File: src/design/impact_pkg.sv
package impact_pkg;
    // converter scaling
    localparam logic [7:0] full_scale = 8'hFF;           // count at reference voltage
    localparam logic [7:0] nominal_zero = 8'h80;         // count near 0 g
    localparam int ref_millivolts = 5000;                 // shared supply reference
    localparam int half_g_per_count = 1;                  // half a g per count
    // timing in own units
    localparam int clk_hz = 50_000_000;
    localparam int sample_period_us = 650;
    localparam int cal_time_ms = 4000;
    localparam int hold_time_ms = 3000;
    localparam int lcd_toggle_hz = 30;
    localparam int sample_cycles = sample_period_us * (clk_hz / 1_000_000);
    localparam int cal_cycles = cal_time_ms * (clk_hz / 1000);
    localparam int hold_cycles = hold_time_ms * (clk_hz / 1000);
    localparam int lcd_half_cycles = clk_hz / (2 * lcd_toggle_hz);
    // impact threshold in half-g units (7 g)
    localparam logic [8:0] led_threshold = 9'h00E;
    // calibration and averaging sample counts as shift widths
    localparam int cal_shift = 12;                        // at most 4095 samples taken in 4 s window
    localparam int avg_shift = 6;                         // 64 samples, low-g or negative
    localparam int low_g_counts = 4;                      // default low-g boundary

    typedef enum logic [1:0] {
        st_cal = 2'b00,
        st_run = 2'b01
    } mode_t;

    typedef struct packed {
        logic negative;          // minus indicator
        logic [8:0] half_g;      // magnitude in half-g units
    } reading_t;
endpackage : impact_pkg

File: src/design/impact_peak_hold_monitor.sv
`timescale 1ns/1ps
`default_nettype none
module impact_peak_hold_monitor
    import impact_pkg::*;
#(
    parameter int low_g_limit = low_g_counts,            // counts from offset
    parameter int sample_period = sample_cycles,
    parameter int cal_period = cal_cycles,
    parameter int hold_period = hold_cycles,
    parameter int lcd_half_period = lcd_half_cycles
) (
    input wire logic clk,                  // 50 MHz system clock
    input wire logic rst,                  // synchronous reset, active high
    input wire logic [7:0] adc_count,      // converter result
    input wire logic adc_valid,            // strobe with result, must stay high two cycles
    output logic adc_start,                // conversion request pulse
    output logic cal_banner,               // calibration banner shown
    output logic [9:0] display_value,      // sign and half-g magnitude
    output logic [10:0] lcd_segments,      // segment lines, ac driven
    output logic lcd_backplane,            // backplane line
    output logic pulse_length_output       // LED drive
);
    initial begin
        if (low_g_limit < 1 || low_g_limit > 127 || sample_period < 2 ||
            cal_period < 2 || hold_period < 2 || lcd_half_period < 2) begin
            $error("impact_peak_hold_monitor: parameter out of range");
        end
    end

    mode_t mode;
    logic [31:0] sample_cnt;
    logic [31:0] cal_cnt;
    logic [31:0] hold_cnt;
    logic [31:0] led_cnt;
    logic [31:0] lcd_cnt;
    logic [19:0] cal_acc;
    logic [11:0] cal_num;
    logic [7:0] zero_offset;
    logic [13:0] avg_acc;
    logic [6:0] avg_num;
    logic holding;
    reading_t shown;
    logic [7:0] adc_q1, adc_q2, adc_q3;
    logic valid_q1, valid_q2, valid_q3, valid_seen;
    logic fresh;
    logic [7:0] sample;
    reading_t next_reading;
    logic low_g;

    // converter outputs pass three flops, taken when last two agree
    always_ff @(posedge clk) begin
        if (rst) begin
            adc_q1 <= 8'h00;
            adc_q2 <= 8'h00;
            adc_q3 <= 8'h00;
            valid_q1 <= 1'b0;
            valid_q2 <= 1'b0;
            valid_q3 <= 1'b0;
            valid_seen <= 1'b0;
        end else begin
            adc_q1 <= adc_count;
            adc_q2 <= adc_q1;
            adc_q3 <= adc_q2;
            valid_q1 <= adc_valid;
            valid_q2 <= valid_q1;
            valid_q3 <= valid_q2;
            valid_seen <= valid_q2 & valid_q3;
        end
    end

    assign fresh = valid_q2 & valid_q3 & ~valid_seen & (adc_q2 == adc_q3);
    assign sample = adc_q3;

    // conversion pacing every sample period
    always_ff @(posedge clk) begin
        if (rst) begin
            sample_cnt <= 32'h0000_0000;
            adc_start <= 1'b0;
        end else if (sample_cnt == 32'(sample_period - 1)) begin
            sample_cnt <= 32'h0000_0000;
            adc_start <= 1'b1;
        end else begin
            sample_cnt <= sample_cnt + 32'h0000_0001;
            adc_start <= 1'b0;
        end
    end

    // power-up calibration and offset store
    always_ff @(posedge clk) begin
        if (rst) begin
            mode <= st_cal;
            cal_cnt <= 32'h0000_0000;
            cal_acc <= 20'h00000;
            cal_num <= 12'h000;
            zero_offset <= nominal_zero;
            cal_banner <= 1'b1;
        end else begin
            case (mode)
                st_cal: begin
                    cal_cnt <= cal_cnt + 32'h0000_0001;
                    if (fresh && cal_num != 12'hFFF) begin
                        cal_acc <= cal_acc + {12'h000, sample};
                        cal_num <= cal_num + 12'h001;
                    end
                    if (cal_cnt == 32'(cal_period - 1)) begin
                        mode <= st_run;
                        cal_banner <= 1'b0;
                        if (cal_num != 12'h000) begin
                            zero_offset <= 8'((cal_acc + {9'h000, cal_num[11:1]}) / {8'h00, cal_num});
                        end
                    end
                end
                st_run: cal_banner <= 1'b0;
                default: mode <= st_cal;
            endcase
        end
    end

    // signed difference from offset in half-g units
    function automatic reading_t to_reading(input logic [7:0] cnt, input logic [7:0] zero);
        reading_t r;
        r.negative = (cnt < zero);
        r.half_g = r.negative ? {1'b0, zero - cnt} : {1'b0, cnt - zero};
        return r;
    endfunction : to_reading

    assign next_reading = to_reading(sample, zero_offset);
    assign low_g = next_reading.half_g < 9'(low_g_limit);

    // peak hold, low-g averaging and display value
    always_ff @(posedge clk) begin
        if (rst) begin
            shown <= '0;
            holding <= 1'b0;
            hold_cnt <= 32'h0000_0000;
            avg_acc <= 14'h0000;
            avg_num <= 7'h00;
        end else if (mode == st_run) begin
            if (holding) begin
                if (hold_cnt == 32'(hold_period - 1)) begin
                    holding <= 1'b0;
                    shown <= '0;
                end else begin
                    hold_cnt <= hold_cnt + 32'h0000_0001;
                end
            end
            if (fresh && !low_g && !next_reading.negative) begin
                if (!holding || shown.negative || next_reading.half_g > shown.half_g) begin
                    shown <= next_reading;
                    holding <= 1'b1;
                    hold_cnt <= 32'h0000_0000;
                end
            end else if (fresh && !holding) begin
                if (avg_num == 7'(1 << avg_shift) - 7'h01) begin
                    shown <= to_reading(8'((avg_acc + {6'h00, sample}) >> avg_shift),
                                        zero_offset);
                    avg_acc <= 14'h0000;
                    avg_num <= 7'h00;
                end else begin
                    avg_acc <= avg_acc + {6'h00, sample};
                    avg_num <= avg_num + 7'h01;
                end
            end
        end
    end

    // LED on three seconds for seven g or more
    always_ff @(posedge clk) begin
        if (rst) begin
            led_cnt <= 32'h0000_0000;
            pulse_length_output <= 1'b0;
        end else if (mode == st_run && fresh && !next_reading.negative &&
                     next_reading.half_g >= led_threshold) begin
            led_cnt <= 32'h0000_0000;
            pulse_length_output <= 1'b1;
        end else if (pulse_length_output) begin
            if (led_cnt == 32'(hold_period - 1)) begin
                pulse_length_output <= 1'b0;
            end else begin
                led_cnt <= led_cnt + 32'h0000_0001;
            end
        end
    end

    // registered display value and ac drive of lcd
    always_ff @(posedge clk) begin
        if (rst) begin
            display_value <= 10'h000;
            lcd_cnt <= 32'h0000_0000;
            lcd_backplane <= 1'b0;
            lcd_segments <= 11'h400; // banner lit, backplane low
        end else begin
            display_value <= {shown.negative, shown.half_g};
            if (lcd_cnt == 32'(lcd_half_period - 1)) begin
                lcd_cnt <= 32'h0000_0000;
                lcd_backplane <= ~lcd_backplane;
            end else begin
                lcd_cnt <= lcd_cnt + 32'h0000_0001;
            end
            // lit segments are opposite the backplane phase
            lcd_segments <= {11{lcd_backplane}} ^
                            {cal_banner, shown.negative, shown.half_g};
        end
    end
endmodule : impact_peak_hold_monitor
`default_nettype wire

File: config.mk
export PLATFORM = sky130hd
export DESIGN_NAME = impact_peak_hold_monitor
export DESIGN_NICKNAME = d
export VERILOG_FILES = /design/src/design/impact_pkg.sv /design/src/design/impact_peak_hold_monitor.sv
export SDC_FILE = /design/constraint.sdc
export NUM_CORES = 1
export LEC_CHECK = 0
export BUFFER_PORTS_ARGS = -buffer_cell sky130_fd_sc_hd__buf_2
export CAP_MARGIN = 20
export CORE_MARGIN = 8
export CORE_UTILIZATION = 30
export DETAILED_ROUTE_END_ITERATION = 7
export SYNTH_ARGS = -nofsm -noshare
export SYNTH_HDL_FRONTEND = slang
export SYNTH_SLANG_ARGS = --single-unit
export TNS_END_PERCENT = 5
File: constraint.sdc
create_clock -name clk -period 43 [get_ports clk]
set_clock_uncertainty 0.05 [all_clocks]
set_input_delay 0 -clock clk [delete_from_list [all_inputs] [get_ports clk]]
set_output_delay 0 -clock clk [all_outputs]
set_load 0.02 [all_outputs]
==> reports/results.tsv, run 1 <==
stage	metric	value	unit
timing	final.setup.worst_slack	2.711	ns
worst_setup_path	path_max_fanout	26	
synthesis	seq_area_frac_synth	0.2443	
synthesis	synth_cell_type_count	97	
global_routing	antenna_found_initial	0	
detailed_routing	ant_nets	0	
die	initial_core_util	0.3030	
clock_network	htree_levels	1	
job	maxCapViolations	0	
worst_setup_path	critPathKind	reg2reg	
timing	tightestPinTransition	1.015	ns
die	rows	102	
place	gp_congestion	0.8817	
synthesis	avgSynthCellArea	7.798	sq um
global_routing	overflow	0	
detailed_routing	wl	59460	microns
clock_network	clkTransAtPathRegs	0.06	ns
synthesis	async_reset_ff_frac	0	
die	die_h	295.5	microns
synthesis	synth-edff-count	0	
die	coreArea	77340	sq um
worst_setup_path	critPathSlowestCell	or4_4	
timing	setup_violations	0	
worst_setup_path	end_kind	flop	
timing	fmax	0.02482	GHz
timing	max_slew_margin	0.3219	
global_routing	track_usage	0.1313	
layout	fillCellCount	8233	
detailed_routing	vias	20972	
place	io_buffers	35	
global_routing	grt_max_degree	90	
detailed_routing	drcViolationCount	0	
worst_setup_path	cp-start-kind	flop	
synthesis	synth-compound-area-share	0.1720	
detailed_routing	drt_pre_antenna_iters	5	
synthesis	yosys_register_bits	286	
synthesis	synth_nets	3272	
synthesis	synthAdderAreaFrac	0.1389	
synthesis	synth_top_family_by_area	simple AND/OR/NAND/NOR gates	
synthesis	syn_area	23430	sq um
worst_setup_path	arrival	40.68	ns
die	ios	36	
synthesis	syn_inst	3005	
die	die_x	295.5	microns
clock_network	clk_latency	0.57	ns
detailed_routing	avgRoutedWirePerCell	14.34	microns
place	hpwl	44560	microns
timing	period_share	0.9370	
global_routing	grt_pass1_vias	19945	
clock_network	cts_sinks	286	
synthesis	synth_top_flop_cell	dfxtp_1	
synthesis	yosys.area_share.simple	0.2594	
layout	drive_gt1_frac	0.1017	
timing	finalHoldViolations	0	
outcome	status	complete, no violations	
timing	slew_viol_final	0	
synthesis	synth_xor_area_frac	0.1140	
worst_setup_path	max_stage_delay	0.53	ns
die	dieArea	87310	sq um
clock_network	cts_root_buffer	clkbuf_16	
detailed_routing	drtIter0Drc	1135	
layout	syn_to_final_growth	14.11	%
timing	period_needed	40.29	ns
clock_network	cts_buffer_depth	3	
synthesis	synth_warnings	0	
worst_setup_path	required	43.39	ns
global_routing	grt_pass1_wl	98970	microns
layout	insertedDiodeCount	0	
place	dpl_worst_slack	-1.170	ns
detailed_routing	viasPerCell	5.056	
clock_network	cts_tree	built	
layout	layout.nets	3355	
synthesis	synthMuxAreaShare	0.03524	
min_path	min_path_type	in2reg	
clock_network	cts_made_buffers	30	
==> synth_stat cells, types with 11 or more instances <==
library cell / instances / area, sq um
inv_1: 126 / 473.0
mux2_2: 40 / 450.4
mux2i_1: 30 / 300.3
o21a_1: 63 / 473.0
nor3_1: 103 / 515.5
and2_1: 22 / 137.6
xor2_1: 144 / 1261
a21o_1: 53 / 397.9
nand3_1: 118 / 590.6
a31oi_1: 19 / 118.9
nor2_1: 402 / 1509
clkbuf_1: 73 / 274.0
nand2b_1: 38 / 237.7
a21oi_1: 200 / 1001
nor4_1: 22 / 137.6
nand2_1: 259 / 972.2
dfxtp_1: 286 / 5725
o31ai_1: 40 / 300.3
and3_1: 48 / 300.3
xnor2_1: 161 / 1410
o211ai_1: 20 / 150.1
nor4b_1: 13 / 113.9
o21bai_1: 11 / 82.58
ha_1: 249 / 3115
a211oi_1: 20 / 150.1
nor2b_1: 71 / 444.2
or3_1: 41 / 256.5
nand4_1: 52 / 325.3
o21ai_0: 100 / 500.5
==> kinds of logic (layout without fill, tap and decap cells) <==
logic type | after synthesis | after routing
compound gates | 621 | 622
xor+xnor | 305 | 305
fa+ha+maj | 256 | 256
buf+inv | 213 | 314
flops | 286 | 286
mux | 75 | 75
simple gates | 1249 | 1250
==> state kept, by name, indices dropped and copies added, names as in the netlist, 7 cells and up <==
name and flops:
cal_cnt 32, hold_cnt 32, lcd_cnt 32, led_cnt 32, sample_cnt 32, cal_acc 20
avg_acc 14, cal_num 12, lcd_segments 11, display_value 10, shown 10, adc_q1 8
adc_q2 8, adc_q3 8, zero_offset 8, avg_num 7
==> worst max-delay path: cells and delay by family, from the launching register on <==
kind | cells | cell delay [ns]
xor+xnor | 1 | 0.19
fa+ha+maj | 21 | 6.61
buf+inv | 13 | 2.01
simple gates | 50 | 8.68
mux | 8 | 2.42
flops | 1 | 0.43
compound gates | 101 | 19.66
==> through the flow <==
stage          std cells  hold WS (ns)  area, sq um    util  setup TNS [ns]
2_1_floorplan       3005       0.07818        23430       -               0
3_3_place_gp        4047        0.1663        24970  0.3229        -0.06423
3_5_place_dp        4047        0.1660        24970  0.3229          -1.170
4_1_cts             4109        0.1062        26160  0.3382               0
5_1_grt             4148        0.1380        26740  0.3457        -0.09305
6_report            4148        0.1389        26740  0.3457               0
==> cell usage in the layout, fill, tap and decap left out, drive strengths merged, types with 22 or more instances in the layout <==
cell type	n
mux2	45
mux2i	30
o21ai	106
clkbuf	37
nand4	52
nand3	119
nand2b	38
nor3	103
o31ai	40
ha	249
a21o	54
buf	125
nor2	405
and2	22
dfxtp	286
nor2b	71
nor4	23
xor2	144
xnor2	161
o21a	63
and3	49
or3	42
a21oi	202
nand2	260
inv	127
==> repair_timing <==
action | CTS | global route
pin swaps | 0 | 13
cloned | 0 | 2
hold endpoints to repair | 19 | 0
hold buffers | 10 | 0
endpoints found under the setup margin | 1 | 2
resized for setup | 8 | 65
setup buffers | 0 | 36
==> layer usage <==
metal,part of all wire,GRT usage,up-vias,wire (microns)
met5,0,0,-,0
li1,-,-,10830,-
met4,0.016,0.02406,0,946
met3,0.034,0.01426,75,2035
met2,0.46,0.2264,295,27500
met1,0.49,0.1775,9772,28980
==> layout make-up <==
| class | count | area, sq um | share of cell area |
|---|---|---|---|
| Clock buffer | 37 | 817.0 | 0.03056 |
| Clock inverter | 15 | 244.0 | 0.009125 |
| Inverter | 127 | 476.7 | 0.01783 |
| Multi-Input combinational cell | 2508 | 17200 | 0.6432 |
| Sequential cell | 286 | 5727 | 0.2142 |
| Tap cell | 1040 | 1301 | 0.04866 |
| Timing Repair Buffer | 135 | 975.9 | 0.03650 |
==> path summary, 6_finish.rpt <==
path | from | endpoint | slack [ns] | depth (start not counted)
min reg2reg | adc_q1[4] | adc_q2[4] | 0.38 | 1
max | cal_num[4] | zero_offset[0] | 2.71 | 194
max reg2reg | cal_num[4] | zero_offset[0] | 2.71 | 194
min | adc_valid | valid_q1 | 0.14 | 3
Power of run 1 is left out: the tool's default activity adds up to more than one toggle a clock period on the data nets, which glitch-free logic cannot reach.
==> inputs of run 2 (changes only) <==
--- a/config.mk
+++ b/config.mk
@@ -7,9 +7,11 @@
 export LEC_CHECK = 0
 export BUFFER_PORTS_ARGS = -buffer_cell sky130_fd_sc_hd__buf_2
 export CAP_MARGIN = 20
+export CORE_ASPECT_RATIO = 1.75
 export CORE_MARGIN = 8
 export CORE_UTILIZATION = 30
 export DETAILED_ROUTE_END_ITERATION = 7
+export GPL_ROUTABILITY_DRIVEN = 0
 export SYNTH_ARGS = -nofsm -noshare
 export SYNTH_HDL_FRONTEND = slang
 export SYNTH_SLANG_ARGS = --single-unit
==> run 2 against run 1 <==
  * Hold slack gained 0.23 ns
  * Register-to-register slack improved by 0.19 ns
  * Via count increased by 2.1%
  * Routed wire length grew 10%
  * Sequential cell count did not move
  * Critical path depth up 1
  * Final cell count decreased by 0.14%
  * Utilization grew 0.30 points
==> reports/results.tsv, run 2 (synthesized netlist as in run 1, its figures left out) <==
stage	metric	value	unit
worst_setup_path	end_kind	flop	
timing	period_share	0.9325	
worst_setup_path	rr_worst_depth	195	
detailed_routing	wl	65560	microns
global_routing	track_usage	0.1457	
place	hpwl	50430	microns
timing	tightestPinTransition	1.042	ns
global_routing	grt_pass1_vias	21070	
layout	multi_input_area	17300	sq um
timing	fin_setup_tns	0	ns
die	coreArea	77360	sq um
worst_setup_path	critPathSlowestCell	or4_1	
layout	insertedDiodeCount	0	
global_routing	grt_pass1_wl	105200	microns
detailed_routing	ant_nets	0	
global_routing	antenna_found_initial	0	
worst_setup_path	cp-startpoint	cal_acc[6]	
die	rows	135	
layout	layout.nets	3358	
worst_setup_path	reg2reg_slack	2.90	ns
worst_setup_path	path_max_fanout	26	
min_path	min_path_type	in2reg	
worst_setup_path	cpMostUsedCell	o21a_1	
clock_network	clk_latency	0.62	ns
detailed_routing	drcViolationCount	0	
outcome	status	complete, no violations	
clock_network	cts_buffer_depth	3	
layout	syn_to_final_growth	15.12	%
die	die_h	385.7	microns
detailed_routing	avgRoutedWirePerCell	15.83	microns
detailed_routing	drtIter0Drc	794	
layout	layout_commonest_cell	nor2_1	
worst_setup_path	endpoint	zero_offset[0]	
clock_network	cts_made_buffers	31	
layout	regArea	5731	sq um
place	dpl_worst_slack	-0.1606	ns
detailed_routing	vias	21413	
layout	mostFrequentLayoutCells	nor2_1 (398), dfxtp_1 (282), nand2_1 (257)	
job	maxCapViolations	0	
timing	slew_viol_final	0	
die	die_x	227.3	microns
clock_network	cts_tree	built	
clock_network	htree_levels	1	
layout	fin_util	0.3487	
place	postPlaceCellArea	25030	sq um
detailed_routing	viasPerCell	5.170	
timing	final.setup.worst_slack	2.903	ns
worst_setup_path	rr_endpoint	zero_offset[0]	
clock_network	cts_root_buffer	clkbuf_16	
die	initial_core_util	0.3029	
layout	drive_gt1_frac	0.1066	
global_routing	overflow	0	
layout	post-route-cell-area	26980	sq um
timing	fmax	0.02494	GHz
timing	setup_violations	0	
timing	period_needed	40.10	ns
timing	finalHoldViolations	0	
detailed_routing	drt_pre_antenna_iters	5	
clock_network	cts_sinks	286	
worst_setup_path	reg2reg_from	cal_acc[6]	
die	ios	36	
worst_setup_path	max_stage_delay	0.55	ns
worst_setup_path	cp-start-kind	flop	
worst_setup_path	required	43.44	ns
clock_network	clkTransAtPathRegs	0.07	ns
worst_setup_path	arrival	40.54	ns
layout	fillCellCount	8220	
timing	max_slew_margin	0.2998	
place	io_buffers	35	
die	dieArea	87660	sq um
global_routing	grt_max_degree	84	
worst_setup_path	critPathKind	reg2reg	
## run 2: stage by stage
stage | std cells | hold WS, ns
CTS | 4116 | 0.3658
finish | 4142 | 0.3710
global placement | 4039 | 0.1589
detailed placement | 4040 | 0.1663
floorplan | 3005 | 0.07818
global route | 4142 | 0.3906
## run 2: final cells by class
| type | instances | area share |
|---|---|---|
| Clock buffer | 34 | 0.02992 |
| Clock inverter | 23 | 0.01289 |
| Inverter | 127 | 0.01767 |
| Multi-Input combinational cell | 2507 | 0.6413 |
| Sequential cell | 286 | 0.2124 |
| Tap cell | 1027 | 0.04763 |
| Timing Repair Buffer | 138 | 0.03817 |
## run 2: repair_timing
| action | CTS | global route |
|---|---|---|
| buffers inserted | 0 | 25 |
| pin swaps | 0 | 14 |
| gates resized for setup | 1 | 87 |
| endpoints found under the setup margin | 1 | 2 |
| hold endpoints to repair | 66 | 0 |
| hold buffers | 19 | 0 |
| cloned | 0 | 1 |
## run 2: worst min-delay path by stage
stage	from	end	slack (ns)	cells after the start
2_1_floorplan	adc_count[0]	adc_q1[0]	0.08	1
3_3_place_gp	adc_count[0]	adc_q1[0]	0.16	2
3_5_place_dp	adc_count[0]	adc_q1[0]	0.17	2
4_1_cts	rst	cal_num[7]	0.37	3
5_1_grt	rst	cal_num[7]	0.39	3
6_report	rst	cal_num[7]	0.37	3
## run 2: per-layer routing
| layer | share of wire | global-route usage | up-vias | wire length (microns) |
|---|---|---|---|---|
| met3 | 0.027 | 0.01420 | 236 | 1776 |
| met5 | 0 | 0 | - | 0 |
| met1 | 0.38 | 0.1495 | 9972 | 25210 |
| met2 | 0.52 | 0.2787 | 369 | 34080 |
| met4 | 0.068 | 0.08789 | 0 | 4490 |
| li1 | - | - | 10836 | - |
## run 2: critical path, delay by kind of cell (launching register included)
kind / cells / cell delay, ns
buf+inv: 13 / 2.13
flops: 1 / 0.36
compound gates: 99 / 19.01
mux: 8 / 2.39
simple gates: 54 / 9.39
fa+ha+maj: 21 / 6.56
Power of run 2 is left out for the same reason.
